File: config.mk
export PLATFORM = sky130hd
export DESIGN_NAME = pll_control_status
export DESIGN_NICKNAME = d
export VERILOG_FILES = /design/src/logic/pll_ctrl_pkg.sv /design/src/logic/pll_prescaler.sv /design/src/logic/pll_control_status.sv
export VERILOG_INCLUDE_DIRS = /design/src /design/src/logic
export SDC_FILE = /design/constraint.sdc
export NUM_CORES = 1
export LEC_CHECK = 0
export ABC_AREA = 1
export BUFFER_PORTS_ARGS = -buffer_cell sky130_fd_sc_hd__buf_2
export CORE_MARGIN = 4
export CORE_UTILIZATION = 25
export CTS_BUF_LIST = sky130_fd_sc_hd__clkbuf_16
export CTS_CLUSTER_DIAMETER = 150
export CTS_CLUSTER_SIZE = 10
export DETAILED_ROUTE_END_ITERATION = 10
export GPL_ROUTABILITY_DRIVEN = 0
export PLACE_DENSITY = 0.5
export SYNTH_ARGS = -nofsm -noshare
export SYNTH_HDL_FRONTEND = slang
export SYNTH_SLANG_ARGS = --single-unit
File: constraint.sdc
create_clock -name i_ref_clk -period 7.25 [get_ports i_ref_clk]
set_input_delay 2.175 -clock i_ref_clk [delete_from_list [all_inputs] [get_ports i_ref_clk]]
set_output_delay 2.175 -clock i_ref_clk [all_outputs]
set_load 0.02 [all_outputs]
File: src/logic/pll_ctrl_map.svh
`ifndef PLL_CTRL_MAP_SVH
`define PLL_CTRL_MAP_SVH
// Register byte offsets
`define OFS_LOOP_ENABLE 8'h40
`define OFS_LOOP_SETUP 8'h4C
`define OFS_STATE_REPORT 8'h50
`define OFS_IRQ_STATUS 8'h54
`define OFS_IRQ_CLEAR 8'h58
`define OFS_IRQ_ENABLE 8'h5C
// Reset values and writable bits
`define SETUP_RESET 32'h0000_0000
`define SETUP_WR_MASK 32'h07FF_173F
`define STATE_RESET 8'h00
// Loop setup field positions
`define F_DIV_MSB 26
`define F_DIV_LSB 16
`define F_BYPASS 12
`define F_LOCK_WAIT_LIMIT_MSB 10
`define F_LOCK_WAIT_LIMIT_LSB 8
`define F_REFSEL_MSB 5
`define F_REFSEL_LSB 4
`define F_WUF 3
`define F_LOW_POWER_PHASE_DETECT 2
`define F_FILT_MSB 1
`define F_FILT_LSB 0
// State report bit positions
`define ST_DIV 3
`define ST_EN 2
`define ST_RDY 1
`define ST_LOCK 0
// Interrupt bit positions
`define IRQ_LOCK 0
`define IRQ_UNLOCK 1
`define IRQ_TIMEOUT 2
`define IRQ_READY 3
`define IRQ_WIDTH 4
// Timing
`define CLK_PERIOD_NS 4
`define MS_NS 1000000
`define STARTUP_NS 1000
`define EN_SETTLE_CYCLES 4
`define LOCK_WAIT_LIMIT_FIRST_MS 8
`endif

File: src/logic/pll_ctrl_pkg.sv
`default_nettype none
`include "pll_ctrl_map.svh"
package pll_ctrl_pkg;
	// Loop sequencing states
	typedef enum logic [2:0]
	{
		ST_OFF = 3'b000,
		ST_ENABLING = 3'b001,
		ST_STARTUP = 3'b010,
		ST_LOCKWAIT = 3'b011,
		ST_RUN = 3'b100,
		ST_TIMEOUT = 3'b101,
		ST_DISABLING = 3'b110
	} loop_state_e;
	// Reference source codes
	typedef enum logic [1:0]
	{
		REF_FIRST = 2'b00,
		REF_SECOND = 2'b01,
		REF_GENERIC = 2'b10,
		REF_RSVD = 2'b11
	} ref_sel_e;
	// Loop filter codes
	typedef enum logic [1:0]
	{
		FILT_DEFAULT = 2'b00,
		FILT_NARROW = 2'b01,
		FILT_WIDE = 2'b10,
		FILT_DAMP = 2'b11
	} filter_e;
	typedef logic [`IRQ_WIDTH-1:0] irq_t;
endpackage
`default_nettype wire

File: src/logic/pll_prescaler.sv
`default_nettype none
module pll_prescaler import pll_ctrl_pkg::*;
(
	// Clock and reset
	input wire logic i_ref_clk,
	input wire logic i_rst,
	input wire logic i_clk_en,
	// Control
	input wire logic i_run,
	input wire logic [10:0] i_factor,
	// Reference in, divided out
	input wire logic i_ref_level,
	output logic o_div_clk
);
	logic ref_prev_reg;
	logic [10:0] cnt_reg;
	logic rise;

	// Sampled edge of the second reference
	assign rise = i_ref_level & ~ref_prev_reg;
	always_ff @(posedge i_ref_clk or posedge i_rst)
	begin
		if (i_rst)
			ref_prev_reg <= 1'b0;
		else if (i_clk_en)
			ref_prev_reg <= i_ref_level;
	end

	// Half period is factor+1 edges; >= keeps a shrunk factor from hanging
	always_ff @(posedge i_ref_clk or posedge i_rst)
	begin
		if (i_rst)
		begin
			cnt_reg <= 11'h000;
			o_div_clk <= 1'b0;
		end
		else if (i_clk_en)
		begin
			if (!i_run)
			begin
				cnt_reg <= 11'h000;
				o_div_clk <= 1'b0;
			end
			else if (rise)
			begin
				if (cnt_reg >= i_factor)
				begin
					cnt_reg <= 11'h000;
					o_div_clk <= ~o_div_clk;
				end
				else
					cnt_reg <= cnt_reg + 11'h001;
			end
		end
	end
endmodule
`default_nettype wire

File: src/logic/pll_control_status.sv
// Behaviour
// - Prescaler divides second reference by 2x(factor+1)
// - Gated clock stops without lock unless bypassed, or with quick wakeup before the first lock
// - Lock timeout: 0 none, 4..7 give 8..11ms
// - Source select: first, second, generic, reserved
// - Quick wakeup opens gate after startup only
// - Low power bit deselects time-to-digital converter
// - Filter field picks default, narrow, wide, damped
// - Status bit 3 shows prescaler active
// - Status bit 2 shows loop really enabled
// - Status bit 1 shows sequencer in run state
// - Status bit 0 shows current lock
// - Reserved bits read zero, written zero
// - Enable change takes cycles; poll status
`default_nettype none
`include "pll_ctrl_map.svh"
module pll_control_status import pll_ctrl_pkg::*;
#(
	parameter int MS_CYCLES = `MS_NS / `CLK_PERIOD_NS
)
(
	// Clock, reset, enable
	input wire logic i_ref_clk,
	input wire logic i_rst,
	input wire logic i_clk_en,
	// AXI4-Lite write
	input wire logic [7:0] i_awaddr,
	input wire logic i_awvalid,
	output logic o_awready,
	input wire logic [31:0] i_wdata,
	input wire logic [3:0] i_wstrb,
	input wire logic i_wvalid,
	output logic o_wready,
	output logic [1:0] o_bresp,
	output logic o_bvalid,
	input wire logic i_bready,
	// AXI4-Lite read
	input wire logic [7:0] i_araddr,
	input wire logic i_arvalid,
	output logic o_arready,
	output logic [31:0] o_rdata,
	output logic [1:0] o_rresp,
	output logic o_rvalid,
	input wire logic i_rready,
	// Loop side
	input wire logic i_first_reference_clock,
	input wire logic i_second_reference_clock,
	input wire logic i_generic_reference_clock,
	input wire logic i_loop_clock,
	input wire logic i_lock,
	output logic o_selected_reference,
	output logic o_loop_enable,
	output logic o_tdc_select,
	output logic [1:0] o_filter_select,
	output logic o_gated_output_clock,
	output logic o_irq
);
	localparam int STARTUP_CYC =
		(`STARTUP_NS + `CLK_PERIOD_NS - 1) / `CLK_PERIOD_NS;
	localparam logic [31:0] SETTLE_LAST = 32'(`EN_SETTLE_CYCLES - 1);
	localparam logic [31:0] STARTUP_LAST = 32'(STARTUP_CYC - 1);

	logic enable_reg;
	logic [31:0] setup_reg;
	irq_t irq_status_reg;
	irq_t irq_enable_reg;
	irq_t irq_event;
	loop_state_e state_reg;
	loop_state_e state_next;
	logic [31:0] cnt_reg;
	logic [31:0] cnt_next;
	logic [31:0] lock_limit;
	logic en_reg;
	logic rdy_reg;
	logic lock_reg;
	logic locked_once_reg;
	logic presc_run;
	logic div_clk;
	logic gate_open;
	logic [7:0] state_report;
	logic aw_got_reg;
	logic w_got_reg;
	logic [7:0] waddr_reg;
	logic [31:0] wdata_reg;
	logic [3:0] wstrb_reg;
	logic bvalid_reg;
	logic rvalid_reg;
	logic do_write;
	logic [31:0] rd_data;
	logic rd_err;
	logic wr_err;

	// Byte-lane merge for partial writes
	function automatic logic [31:0] merge(input logic [31:0] old,
		input logic [31:0] wd, input logic [3:0] st);
		logic [31:0] r;
		r = old;
		for (int i = 0; i < 4; i++)
		begin
			if (st[i])
				r[8*i +: 8] = wd[8*i +: 8];
		end
		return r;
	endfunction

	////////////////////////////////////////////////////////////////////////
	// Bus slave: address and data may come in either order
	assign o_awready = i_clk_en & ~aw_got_reg & ~bvalid_reg;
	assign o_wready = i_clk_en & ~w_got_reg & ~bvalid_reg;
	assign o_bvalid = i_clk_en & bvalid_reg;
	assign o_arready = i_clk_en & ~rvalid_reg;
	assign o_rvalid = i_clk_en & rvalid_reg;
	assign do_write = aw_got_reg & w_got_reg & ~bvalid_reg;

	// Write capture and response
	always_ff @(posedge i_ref_clk or posedge i_rst)
	begin
		if (i_rst)
		begin
			aw_got_reg <= 1'b0;
			w_got_reg <= 1'b0;
			waddr_reg <= 8'h00;
			wdata_reg <= 32'h0000_0000;
			wstrb_reg <= 4'h0;
			bvalid_reg <= 1'b0;
			o_bresp <= 2'b00;
		end
		else if (i_clk_en)
		begin
			if (o_awready && i_awvalid)
			begin
				aw_got_reg <= 1'b1;
				waddr_reg <= i_awaddr;
			end
			if (o_wready && i_wvalid)
			begin
				w_got_reg <= 1'b1;
				wdata_reg <= i_wdata;
				wstrb_reg <= i_wstrb;
			end
			if (do_write)
			begin
				aw_got_reg <= 1'b0;
				w_got_reg <= 1'b0;
				bvalid_reg <= 1'b1;
				o_bresp <= wr_err ? 2'b10 : 2'b00;
			end
			else if (bvalid_reg && i_bready)
				bvalid_reg <= 1'b0;
		end
	end

	// Unmapped write address answers SLVERR
	always_comb
	begin
		wr_err = 1'b0;
		if ({waddr_reg[7:2], 2'b00} == `OFS_LOOP_ENABLE)
			wr_err = 1'b0;
		else if ({waddr_reg[7:2], 2'b00} == `OFS_LOOP_SETUP)
			wr_err = 1'b0;
		else if ({waddr_reg[7:2], 2'b00} == `OFS_STATE_REPORT)
			wr_err = 1'b0;
		else if ({waddr_reg[7:2], 2'b00} == `OFS_IRQ_STATUS)
			wr_err = 1'b0;
		else if ({waddr_reg[7:2], 2'b00} == `OFS_IRQ_CLEAR)
			wr_err = 1'b0;
		else if ({waddr_reg[7:2], 2'b00} == `OFS_IRQ_ENABLE)
			wr_err = 1'b0;
		else
			wr_err = 1'b1;
	end

	// Read decode; reserved bits and write-only words read zero
	always_comb
	begin
		rd_data = 32'h0000_0000;
		rd_err = 1'b0;
		if ({i_araddr[7:2], 2'b00} == `OFS_LOOP_ENABLE)
			rd_data = {31'h0000_0000, enable_reg};
		else if ({i_araddr[7:2], 2'b00} == `OFS_LOOP_SETUP)
			rd_data = setup_reg & `SETUP_WR_MASK;
		else if ({i_araddr[7:2], 2'b00} == `OFS_STATE_REPORT)
			rd_data = {24'h00_0000, state_report};
		else if ({i_araddr[7:2], 2'b00} == `OFS_IRQ_STATUS)
			rd_data = {28'h000_0000, irq_status_reg};
		else if ({i_araddr[7:2], 2'b00} == `OFS_IRQ_CLEAR)
			rd_data = 32'h0000_0000;
		else if ({i_araddr[7:2], 2'b00} == `OFS_IRQ_ENABLE)
			rd_data = {28'h000_0000, irq_enable_reg};
		else
			rd_err = 1'b1;
	end

	// Read answer one cycle after the address is taken
	always_ff @(posedge i_ref_clk or posedge i_rst)
	begin
		if (i_rst)
		begin
			rvalid_reg <= 1'b0;
			o_rdata <= 32'h0000_0000;
			o_rresp <= 2'b00;
		end
		else if (i_clk_en)
		begin
			if (o_arready && i_arvalid)
			begin
				rvalid_reg <= 1'b1;
				o_rdata <= rd_data;
				o_rresp <= rd_err ? 2'b10 : 2'b00;
			end
			else if (rvalid_reg && i_rready)
				rvalid_reg <= 1'b0;
		end
	end

	////////////////////////////////////////////////////////////////////////
	// Software registers; reserved bits never stored
	always_ff @(posedge i_ref_clk or posedge i_rst)
	begin
		if (i_rst)
		begin
			enable_reg <= 1'b0;
			setup_reg <= `SETUP_RESET;
			irq_enable_reg <= '0;
		end
		else if (i_clk_en && do_write)
		begin
			if ({waddr_reg[7:2], 2'b00} == `OFS_LOOP_ENABLE && wstrb_reg[0])
				enable_reg <= wdata_reg[0];
			else if ({waddr_reg[7:2], 2'b00} == `OFS_LOOP_SETUP)
				setup_reg <= merge(setup_reg, wdata_reg, wstrb_reg) &
					`SETUP_WR_MASK;
			else if ({waddr_reg[7:2], 2'b00} == `OFS_IRQ_ENABLE &&
				wstrb_reg[0])
				irq_enable_reg <= wdata_reg[`IRQ_WIDTH-1:0];
		end
	end

	// Sticky events; a new event beats a clear in the same cycle
	always_ff @(posedge i_ref_clk or posedge i_rst)
	begin
		if (i_rst)
			irq_status_reg <= '0;
		else if (i_clk_en)
		begin
			if (do_write && wstrb_reg[0] &&
				{waddr_reg[7:2], 2'b00} == `OFS_IRQ_CLEAR)
				irq_status_reg <= (irq_status_reg &
					~wdata_reg[`IRQ_WIDTH-1:0]) | irq_event;
			else
				irq_status_reg <= irq_status_reg | irq_event;
		end
	end
	assign o_irq = |(irq_status_reg & irq_enable_reg);

	////////////////////////////////////////////////////////////////////////
	// Lock wait limit: top bit set means 8..11 ms, else none
	assign lock_limit = 32'(`LOCK_WAIT_LIMIT_FIRST_MS +
		int'(setup_reg[`F_LOCK_WAIT_LIMIT_LSB +: 2])) * 32'(MS_CYCLES);

	// Enable settle, startup, lock wait, run and disable sequence
	always_comb
	begin
		state_next = state_reg;
		cnt_next = cnt_reg + 32'h0000_0001;
		case (state_reg)
			ST_OFF:
			begin
				cnt_next = 32'h0000_0000;
				if (enable_reg)
					state_next = ST_ENABLING;
			end
			ST_ENABLING:
			begin
				if (!enable_reg)
				begin
					state_next = ST_DISABLING;
					cnt_next = 32'h0000_0000;
				end
				else if (cnt_reg == SETTLE_LAST)
				begin
					state_next = ST_STARTUP;
					cnt_next = 32'h0000_0000;
				end
			end
			ST_STARTUP:
			begin
				if (!enable_reg)
				begin
					state_next = ST_DISABLING;
					cnt_next = 32'h0000_0000;
				end
				else if (cnt_reg == STARTUP_LAST)
				begin
					cnt_next = 32'h0000_0000;
					state_next = setup_reg[`F_WUF] ? ST_RUN : ST_LOCKWAIT;
				end
			end
			ST_LOCKWAIT:
			begin
				if (!enable_reg)
				begin
					state_next = ST_DISABLING;
					cnt_next = 32'h0000_0000;
				end
				else if (lock_reg)
					state_next = ST_RUN;
				else if (setup_reg[`F_LOCK_WAIT_LIMIT_MSB] &&
					cnt_reg == lock_limit - 32'h0000_0001)
					state_next = ST_TIMEOUT;
			end
			ST_RUN, ST_TIMEOUT:
			begin
				cnt_next = 32'h0000_0000;
				if (!enable_reg)
					state_next = ST_DISABLING;
			end
			ST_DISABLING:
			begin
				if (cnt_reg == SETTLE_LAST)
					state_next = ST_OFF;
			end
			default:
			begin
				state_next = ST_OFF;
				cnt_next = 32'h0000_0000;
			end
		endcase
	end

	// Sequencer state and registered status
	always_ff @(posedge i_ref_clk or posedge i_rst)
	begin
		if (i_rst)
		begin
			state_reg <= ST_OFF;
			cnt_reg <= 32'h0000_0000;
			en_reg <= 1'b0;
			rdy_reg <= 1'b0;
			lock_reg <= 1'b0;
			locked_once_reg <= 1'b0;
		end
		else if (i_clk_en)
		begin
			state_reg <= state_next;
			cnt_reg <= cnt_next;
			en_reg <= state_next != ST_OFF && state_next != ST_ENABLING;
			rdy_reg <= state_next == ST_RUN;
			lock_reg <= i_lock;
			locked_once_reg <= rdy_reg & (locked_once_reg | lock_reg);
		end
	end

	// Events feeding the sticky status
	always_comb
	begin
		irq_event = '0;
		irq_event[`IRQ_LOCK] = i_lock & ~lock_reg;
		irq_event[`IRQ_UNLOCK] = ~i_lock & lock_reg & en_reg;
		irq_event[`IRQ_TIMEOUT] = state_reg == ST_LOCKWAIT &&
			state_next == ST_TIMEOUT;
		irq_event[`IRQ_READY] = state_reg != ST_RUN && state_next == ST_RUN;
	end

	////////////////////////////////////////////////////////////////////////
	// Prescaler runs only when the second reference is chosen
	assign presc_run = en_reg &&
		setup_reg[`F_REFSEL_MSB:`F_REFSEL_LSB] == REF_SECOND;

	pll_prescaler u_prescaler
	(
		.i_ref_clk(i_ref_clk),
		.i_rst(i_rst),
		.i_clk_en(i_clk_en),
		.i_run(presc_run),
		.i_factor(setup_reg[`F_DIV_MSB:`F_DIV_LSB]),
		.i_ref_level(i_second_reference_clock),
		.o_div_clk(div_clk)
	);

	// Quick wakeup holds the gate open only until the first lock
	assign gate_open = rdy_reg & (setup_reg[`F_BYPASS] | lock_reg |
		(setup_reg[`F_WUF] & ~locked_once_reg));

	// Loop-side outputs, all from flops
	always_ff @(posedge i_ref_clk or posedge i_rst)
	begin
		if (i_rst)
		begin
			o_selected_reference <= 1'b0;
			o_loop_enable <= 1'b0;
			o_tdc_select <= 1'b1; // Low power bit resets clear
			o_filter_select <= FILT_DEFAULT;
			o_gated_output_clock <= 1'b0;
		end
		else if (i_clk_en)
		begin
			case (ref_sel_e'(setup_reg[`F_REFSEL_MSB:`F_REFSEL_LSB]))
				REF_FIRST: o_selected_reference <= i_first_reference_clock;
				REF_SECOND: o_selected_reference <= div_clk;
				REF_GENERIC: o_selected_reference <= i_generic_reference_clock;
				default: o_selected_reference <= 1'b0;
			endcase
			o_loop_enable <= state_next != ST_OFF;
			o_tdc_select <= ~setup_reg[`F_LOW_POWER_PHASE_DETECT];
			o_filter_select <= setup_reg[`F_FILT_MSB:`F_FILT_LSB];
			o_gated_output_clock <= i_loop_clock & gate_open;
		end
	end

	// Status word; upper bits stay zero
	assign state_report = {4'h0, presc_run, en_reg, rdy_reg, lock_reg};
endmodule
`default_nettype wire

# Word level (Yosys, flattened, before mapping)
# Index checks and enable logic that the tools add are counted.
# totals
register_bits	167
input_bits	65
output_inout_bits	48
wordCells	197
# classes
add_sub_neg	4
multipliers	1
order_cmp	1
n_eq_ne	29
n_mux	54
n_bitwise	37
n_reduce_logical	40
# ops
operator	count
$mux W32	5
$pmux W32 S4	1
$eq A6 B5 Y1 const B	12
$mux W27	2
$mux W11	3
$mux W3	11
$add A32 B1 Y32 const B	1
$eq A32 B2 Y1 const B	1
$eq A32 B32 Y1	1
$eq A32 B8 Y1 const B	1
$sub A23 B1 Y24 const B	1
$mux W1	23
$mux W4	5
$reduce_and A2 Y1	10
$reduce_and A4 Y1	5
$mul A5 B14 Y19 const B	1
$pmux W3 S6	1
$and A1 B1 Y1	17
$eq A3 B3 Y1 const B	5
$logic_and A1 B1 Y1	15
$not A1 Y1	12
$add A11 B1 Y11 const B	1
$ge A11 B11 Y1	1
$and A4 B4 Y4	2
20 further kinds	29

# Logic depth before layout (Yosys ltp)
# Gate-level depths: netlist (run 1).
# logic_depth
word_depth	13
ltp_mapped	16
ltp_nobuf	16

# Modules after synthesis
# A second synthesis (run 1) with hierarchy kept.
# hier_totals
hier_cells	1040
hier_area_um2	7955.1
# modules_own_cells
mod	n_inst	cells_each	area_each_um2	seq_area_each_um2
pll_control_status	1	891	6899.1	3329.4
pll_prescaler	1	149	1056.0	325.3

# Least setup slack after synthesis (run 1)
# Ideal clock, no wire load.
# synth_path
path_kind	input -> output
from	input port i_clk_en
to	output port o_bvalid
arrival_time_ns	3.079
required_ns	5.075
slack_ns	1.996
cell_stages	5
path_buffers	3
path_cell_list	buf_2 -> clkbuf_1 -> clkbuf_1 -> nand2_1 -> inv_1
# synth_via
elab_chain_len	1
# synth_rtl
item	line_no	source
from (decl)	pll_control_status.sv:25	input wire logic i_clk_en,
$and A1 B1 Y1	pll_control_status.sv:110	assign o_bvalid = i_clk_en & bvalid_reg;
to (decl)	pll_control_status.sv:35	output logic o_bvalid,
# Every way passes these cells.

# Final worst setup path (run 1)
# Same ends and word-level chain as after synthesis.

==> results by group, run 1 <==
Synth
  – Register area share after synthesis: 0.458
  – Number of synthesized flops with an enable pin: 0
  – Compound-Gate Fraction of Synth Area: 0.114
  – Synthesized flop and latch total: 146
  – Synth Area in Adders: 0.0313
  – Post-Synth Simple-Gate Area: 0.287
  – Synth Instances: 1,057
  – Largest family of logic cells by synthesized area: simple AND/OR/NAND/NOR gates
  – Proportion of netlist area held by the largest area contributor: 0.454
  – Mapped cell area: 7980 um^2
  – Syn. warnings: 0
  – Mux share of post-synthesis cell area: 0
  – Distinct cells, synth: 44
  – Syn Area/Cell: 7.55 um^2
  – Async SR Flop Fraction: 1.00
  – Dominant cells by area after synthesis: dfrtp_1 45%, nand2_1 15%, inv_1 5.4%, nor2_1 5.4%, o21ai_0 3.8%
  – Xor/xnor share of the synthesized area: 0.0241
  – Synth area leader: dfrtp_1
  – Most used flip-flop cell after synthesis: dfrtp_1

Detailed routing
  – Post-DR wirelength/cell: 14.3 um
  – DRT Pass-1 Iters: 5
  – Post-route DRC: 0
  – Routed vias: 7,055
  – Via-to-Cell Ratio: 4.53
  – Routed Wire Length: 22,300 um
  – ANT nets after route: 0
  – Drt initial violations: 388

Global route
  – GRT Overall Usage: 0.127
  – First-pass GRT wire length: 36,400 um
  – Grt ovf: 0
  – Initial antenna violation count: 0
  – Largest net degree at the start of global routing: 107
  – Vias in the first global route: 6,825

Timing
  – Max_slew headroom: 0.326
  – Setup-failing EPs final: 0
  – Setup TNS: 0 ps
  – Final worst setup slack: 1940 ps
  – Fin crit period: 5310 ps
  – RSZ-0062 raised after global routing: no
  – Peak Freq: 188 MHz
  – Final Max Slew Viols: 0
  – Worst slew pin tran: 1000 ps
  – Final Hold Viols: 0
  – Clk_skew: 21.2 ps
  – Ratio of final minimum period to clock period: 0.733

Die
  – IO Count: 113
  – Horiz. Die Dim: 187 um
  – Core ar.: 31,600 um^2
  – Die Ht: 187 um
  – Area of the die: 34,900 um^2
  – Starting density of the core: 0.253
  – Rows: 65

Power
  – Power per cell area: 256 nW/um^2
  – Lkg Pwr: 4.56 nW
  – Total chip power: 2.40 mW
  – IR drop worst, VDD: 0.138 mV

Worst setup path
  – Worst EP arrival: 3140 ps
  – Worst path required time: 5080 ps
  – CP Capture Type: output pin
  – Crit Path Category: in2out
  – Reg2reg setup slack: 4440 ps
  – CP Launch Type: input pin
  – Worst-path fanout max: 50

Run status
  – Outcome: completed

Clock network
  – Sink Count: 146
  – Hold-fix buffers at CTS: 0
  – CTS tree: yes
  – CTS root buffer: clkbuf_16
  – Worst-path clk slew: 70 ps
  – Postcts setup bufs: 0
  – Clock buffer depth: 2
  – H-tree depth: 4
  – CTS Buf Count: 17
  – Clock Latency Late Sink: 430 ps
  – Post-CTS resize count: 0

Final layout
  – Area grow syn2layout: 17.5%
  – Antenna diode count: 0
  – Nets: 1,226
  – Largest register FFs: 32
  – Share of cells above drive strength 1: 0.133

Job
  – Max-cap viol count: 0

Placed design
  – Dpl ws: 1950 ps
  – PortBufs: 84
  – Post-DP HPWL: 16,300 um

Min path
  – Worst hold path class: reg2reg
-- layout make-up --
class / instances / area (um^2)
Inverter: 130 / 495
Fill cell: 3450 / 22200
Clock buffer: 17 / 425
Sequential cell: 146 / 3650
Multi-Input combinational cell: 759 / 3690
Timing Repair Buffer: 87 / 443
Tap cell: 402 / 503
Clock inverter: 15 / 174
-- kinds of logic (layout without fill, tap and decap cells) --
kind of cell,Yosys count,in the layout
AO/OA/AOI/OAI,165,165
XOR/XNOR,22,22
adder cells (fa/ha/maj),20,20
buffers and inverters,164,249
flip-flops,146,146
other,1,13
AND/OR/NAND/NOR,539,539
-- worst max-delay path, stage by stage --
cell and delay [ps]:
buf_2 90, buf_4 490, nand2_1 100, inv_1 90, buf_2 160
-- cell usage after synthesis (2+ instances only) --
library cell	number
nand2_1	316
a31oi_1	2
o21ai_0	61
nand4_1	18
inv_1	115
nor4_1	5
clkbuf_1	12
o22ai_1	21
dfrtp_1	145
o211ai_1	7
xor2_1	19
clkinv_1	2
nor3_1	15
nor2_4	5
o21ai_1	23
buf_2	7
nor2_2	4
nand2_2	3
a21oi_1	40
o21bai_1	3
nand3_1	49
inv_2	12
nor2_1	114
xnor2_1	3
ha_1	20
nor3_4	3
o221ai_1	3
buf_4	14
-- power by group --
part	internal, mW	switching, mW	total, mW
logic	0.144	0.309	0.453
registers	0.951	0.0988	1.05
clock network	0.467	0.430	0.897
total	1.56	0.838	2.40
-- final timing paths --
kind	from	endpoint	depth (start not counted)
max in group asynchronous	i_rst	cnt_reg[12]	3
min in group asynchronous	i_rst	wdata_reg[2]	2
hold / removal	o_filter_select[0]	o_filter_select[0]	2
setup / recovery	i_clk_en	o_bvalid	5
hold reg to reg	o_filter_select[0]	o_filter_select[0]	2
setup reg to reg	bvalid_reg	w_got_reg	7
-- layer usage --
layer,GRT usage,share of wire
met5,0,0
met4,0.0293,0.013
met2,0.200,0.45
met1,0.178,0.49
met3,0.0312,0.044
-- layout by cell type (no fill, tap or decap), types with 2 or more instances in the layout --
cell       instances
a21oi_1           40
a31oi_1            2
buf_2             84
buf_4              3
clkbuf_16         17
clkinv_1           2
clkinv_8           4
conb_1            13
dfrtp_1          145
ha_1              20
inv_1            114
inv_2             12
inv_6              6
inv_8              5
nand2_1          316
nand2_2            3
nand3_1           49
nand4_1           18
nor2_1           114
nor2_2             4
nor2_4             5
nor3_1            15
nor3_4             3
nor4_1             5
o211ai_1           7
o21ai_0           61
o21ai_1           23
o21bai_1           3
o221ai_1           3
o22ai_1           21
xnor2_1            3
xor2_1            19
-- through the flow --
stage	util	std cells	hold WS, ps	cell area (um^2)
final	0.297	1556	471	9380
after global routing	0.297	1556	501	9380
after CTS	0.297	1556	477	9380
after detailed placement	0.278	1524	459	8780
after global placement	0.278	1524	457	8780
after floorplan	-	1069	428	8030
(Power assumes the default switching activity.)
==> run 2, diff against run 1 <==
Settings changed: PLACE_DENSITY 0.5 to 0.52.
Clock period 7.25 ns to 4.6 ns, I/O delays scaled along.
==> run 2 against run 1 <==
Cell count is 0.19% higher. Utilization is 0.13 points higher. Largest cell class unchanged. Worst setup slack lost 860 ps. Routed wire length shrank 1.7%.
==> results by group, run 2 (synthesis results as in run 1) <==
Run status
  – Outcome: completed

Timing
  – RSZ-0062 raised after global routing: no
  – Final worst setup slack: 1080 ps (-860 ps)
  – Max_slew headroom: 0.302 (-0.0244)
  – Final Max Slew Viols: 0 (unchanged)
  – Ratio of final minimum period to clock period: 0.765
  – Setup TNS: 0 ps (unchanged)
  – Peak Freq: 284 MHz
  – Clk_skew: 14.7 ps (-6.46 ps)
  – Final Hold Viols: 0 (unchanged)
  – Fin crit period: 3520 ps
  – Worst slew pin tran: 1040 ps (+36.3 ps)
  – Setup-failing EPs final: 0 (unchanged)
  – WHS: 482 ps (+10.7 ps)

Clock network
  – Sink Count: 146 (unchanged)
  – H-tree depth: 4 (unchanged)
  – CTS tree: yes
  – Postcts setup bufs: 0 (unchanged)
  – Post-CTS resize count: 0 (unchanged)
  – Clock buffer depth: 2 (unchanged)
  – Worst-path clk slew: 70 ps (about the same)
  – Clock Latency Late Sink: 420 ps (about the same)
  – Hold-fix buffers at CTS: 0 (unchanged)
  – CTS Buf Count: 17 (unchanged)
  – CTS root buffer: clkbuf_16

Power
  – IR drop worst, VDD: 0.281 mV (+100%)
  – Lkg Pwr: 4.58 nW (+0.36%)
  – Combinational share of power: 0.188 (about the same)
  – Clk network pwr share: 0.380 (+0.006)
  – Psw: 1.28 mW (+52%)
  – Switching share of total power: 0.333 (-0.0164)
  – Internal power: 2.56 mW (+64%)
  – Power per cell area: 407 nW/um^2 (+59%)
  – Reg power frac: 0.432 (-0.005)

Global route
  – GRT Overall Usage: 0.127 (-0.000738)
  – Initial antenna violation count: 1 (+1)
  – Grt ovf: 0 (unchanged)
  – Vias in the first global route: 6,864 (+0.57%)
  – First-pass GRT wire length: 36,300 um (-0.47%)
  – Largest net degree at the start of global routing: 147 (+37%)

Placed design
  – PortBufs: 84 (unchanged)
  – Post-DP HPWL: 16,100 um (-0.72%)
  – Dpl ws: 875 ps (-1070 ps)

Final layout
  – Nets: 1,229 (+0.24%)
  – Area grow syn2layout: 18.0%
  – Utilization after layout: 0.299 (+0.00127)
  – Commonest non-fill, non-tap cell in the layout: nand2_1
  – Share of cells above drive strength 1: 0.135 (+0.00225)
  – Antenna diode count: 0 (unchanged)
  – Most frequent cells in the layout: 316 x nand2_1, 145 x dfrtp_1, 114 x inv_1, 114 x nor2_1, 84 x buf_2
  – Largest register FFs: 32 (unchanged)

Die
  – Area of the die: 34,900 um^2 (unchanged)
  – Rows: 65 (unchanged)
  – IO Count: 113 (unchanged)
  – Die Ht: 187 um (unchanged)
  – Starting density of the core: 0.253 (unchanged)
  – Horiz. Die Dim: 187 um (unchanged)
  – Core ar.: 31,600 um^2 (unchanged)

Min path
  – Worst hold path class: reg2reg

Worst setup path
  – CP Launch Type: input pin
  – Worst path max stage delay: 350 ps (-140 ps)
  – Worst-path fanout max: 31 (-38%)
  – Most frequent cell on the critical path: buf_2
  – Worst EP arrival: 2140 ps (-1000 ps)
  – Crit Path Category: in2out
  – Critical-path cell list: buf_2 > buf_4 > nand2_1 > inv_1 > buf_2
  – CP Capture Type: output pin
  – Critical path's top delay family: buffers and inverters
  – Worst path required time: 3220 ps (-1860 ps)
  – Worst path bufs/invs: 4 (unchanged)
  – Crit-path slowest cell: buf_4

Detailed routing
  – Routed Wire Length: 21,900 um (-1.7%)
  – ANT nets after route: 0 (unchanged)
  – Post-route DRC: 0 (unchanged)
  – Post-DR wirelength/cell: 14.1 um (-1.9%)
  – Routed vias: 7,035 (-0.28%)
  – Drt initial violations: 476 (+23%)
  – DRT Pass-1 Iters: 5 (unchanged)
  – Via-to-Cell Ratio: 4.51 (-0.48%)

Job
  – Max-cap viol count: 0 (unchanged)
## run 2: cell count changes in the layout (fill, tap and decap cells not counted), moves of 2 or more
cell / delta
clkinv_8: -4
inv_8: -2
buf_4: +2
inv_6: +2
clkinvlp_4: +2
bufinv_16: +2
## run 2: power by group through the flow
stage	combinational (mW)	clock (mW)	sequential, mW
after floorplan	0.519	0	1.65
after detailed placement	0.727	0	1.68
after global routing	0.833	1.54	1.68
final	0.720	1.46	1.66
after global placement	0.719	0	1.67
after CTS	0.732	1.49	1.65
## run 2: cell type report
| type | count | area, um^2 |
|---|---|---|
| multi-input cells | 759 | 3690 |
| repair buffers | 90 | 478 |
| clock buffers | 17 | 425 |
| well taps | 402 | 503 |
| clock inverters | 15 | 180 |
| fillers | 3448 | 22100 |
| flip-flops and latches | 146 | 3650 |
| inverters | 130 | 494 |
## run 2: through the flow
| step | area [um^2] | total power, mW | instances |
|---|---|---|---|
| 2_1_floorplan | 8030 | 2.17 | 1069 |
| 3_3_place_gp | 8820 | 2.39 | 1527 |
| 3_5_place_dp | 8820 | 2.40 | 1527 |
| 4_1_cts | 9420 | 3.88 | 1559 |
| 5_1_grt | 9420 | 4.05 | 1559 |
| 6_report | 9420 | 3.83 | 1559 |
## run 2: path summary, 6_finish.rpt
check                        startpoint           end  slack (ps)  cells past startpoint
max                            i_clk_en      o_rvalid        1080                      5
min                        wstrb_reg[3]  wstrb_reg[3]         480                      2
max reg2reg                  bvalid_reg     w_got_reg        2150                      8
min reg2reg                wstrb_reg[3]  wstrb_reg[3]         480                      2
max in group asynchronous         i_rst   cnt_reg[21]        2810                      3
min in group asynchronous         i_rst  waddr_reg[6]        1170                      3
## run 2: layer usage
metal	global-route usage	part of all wire	vias up
li1	-	-	3570
met5	0	0.00059	-
met1	0.175	0.48	3295
met2	0.205	0.46	144
met3	0.0264	0.039	24
met4	0.0282	0.013	2
## run 2: worst register-to-register path, cell delays in order, from the launching register on
cell and delay, ps:
dfrtp_1 390, nor2_1 80, inv_2 80, nor2_1 60, nand2_1 50, buf_4 240, clkinv_1 870, o21ai_0 480
inv_1 80
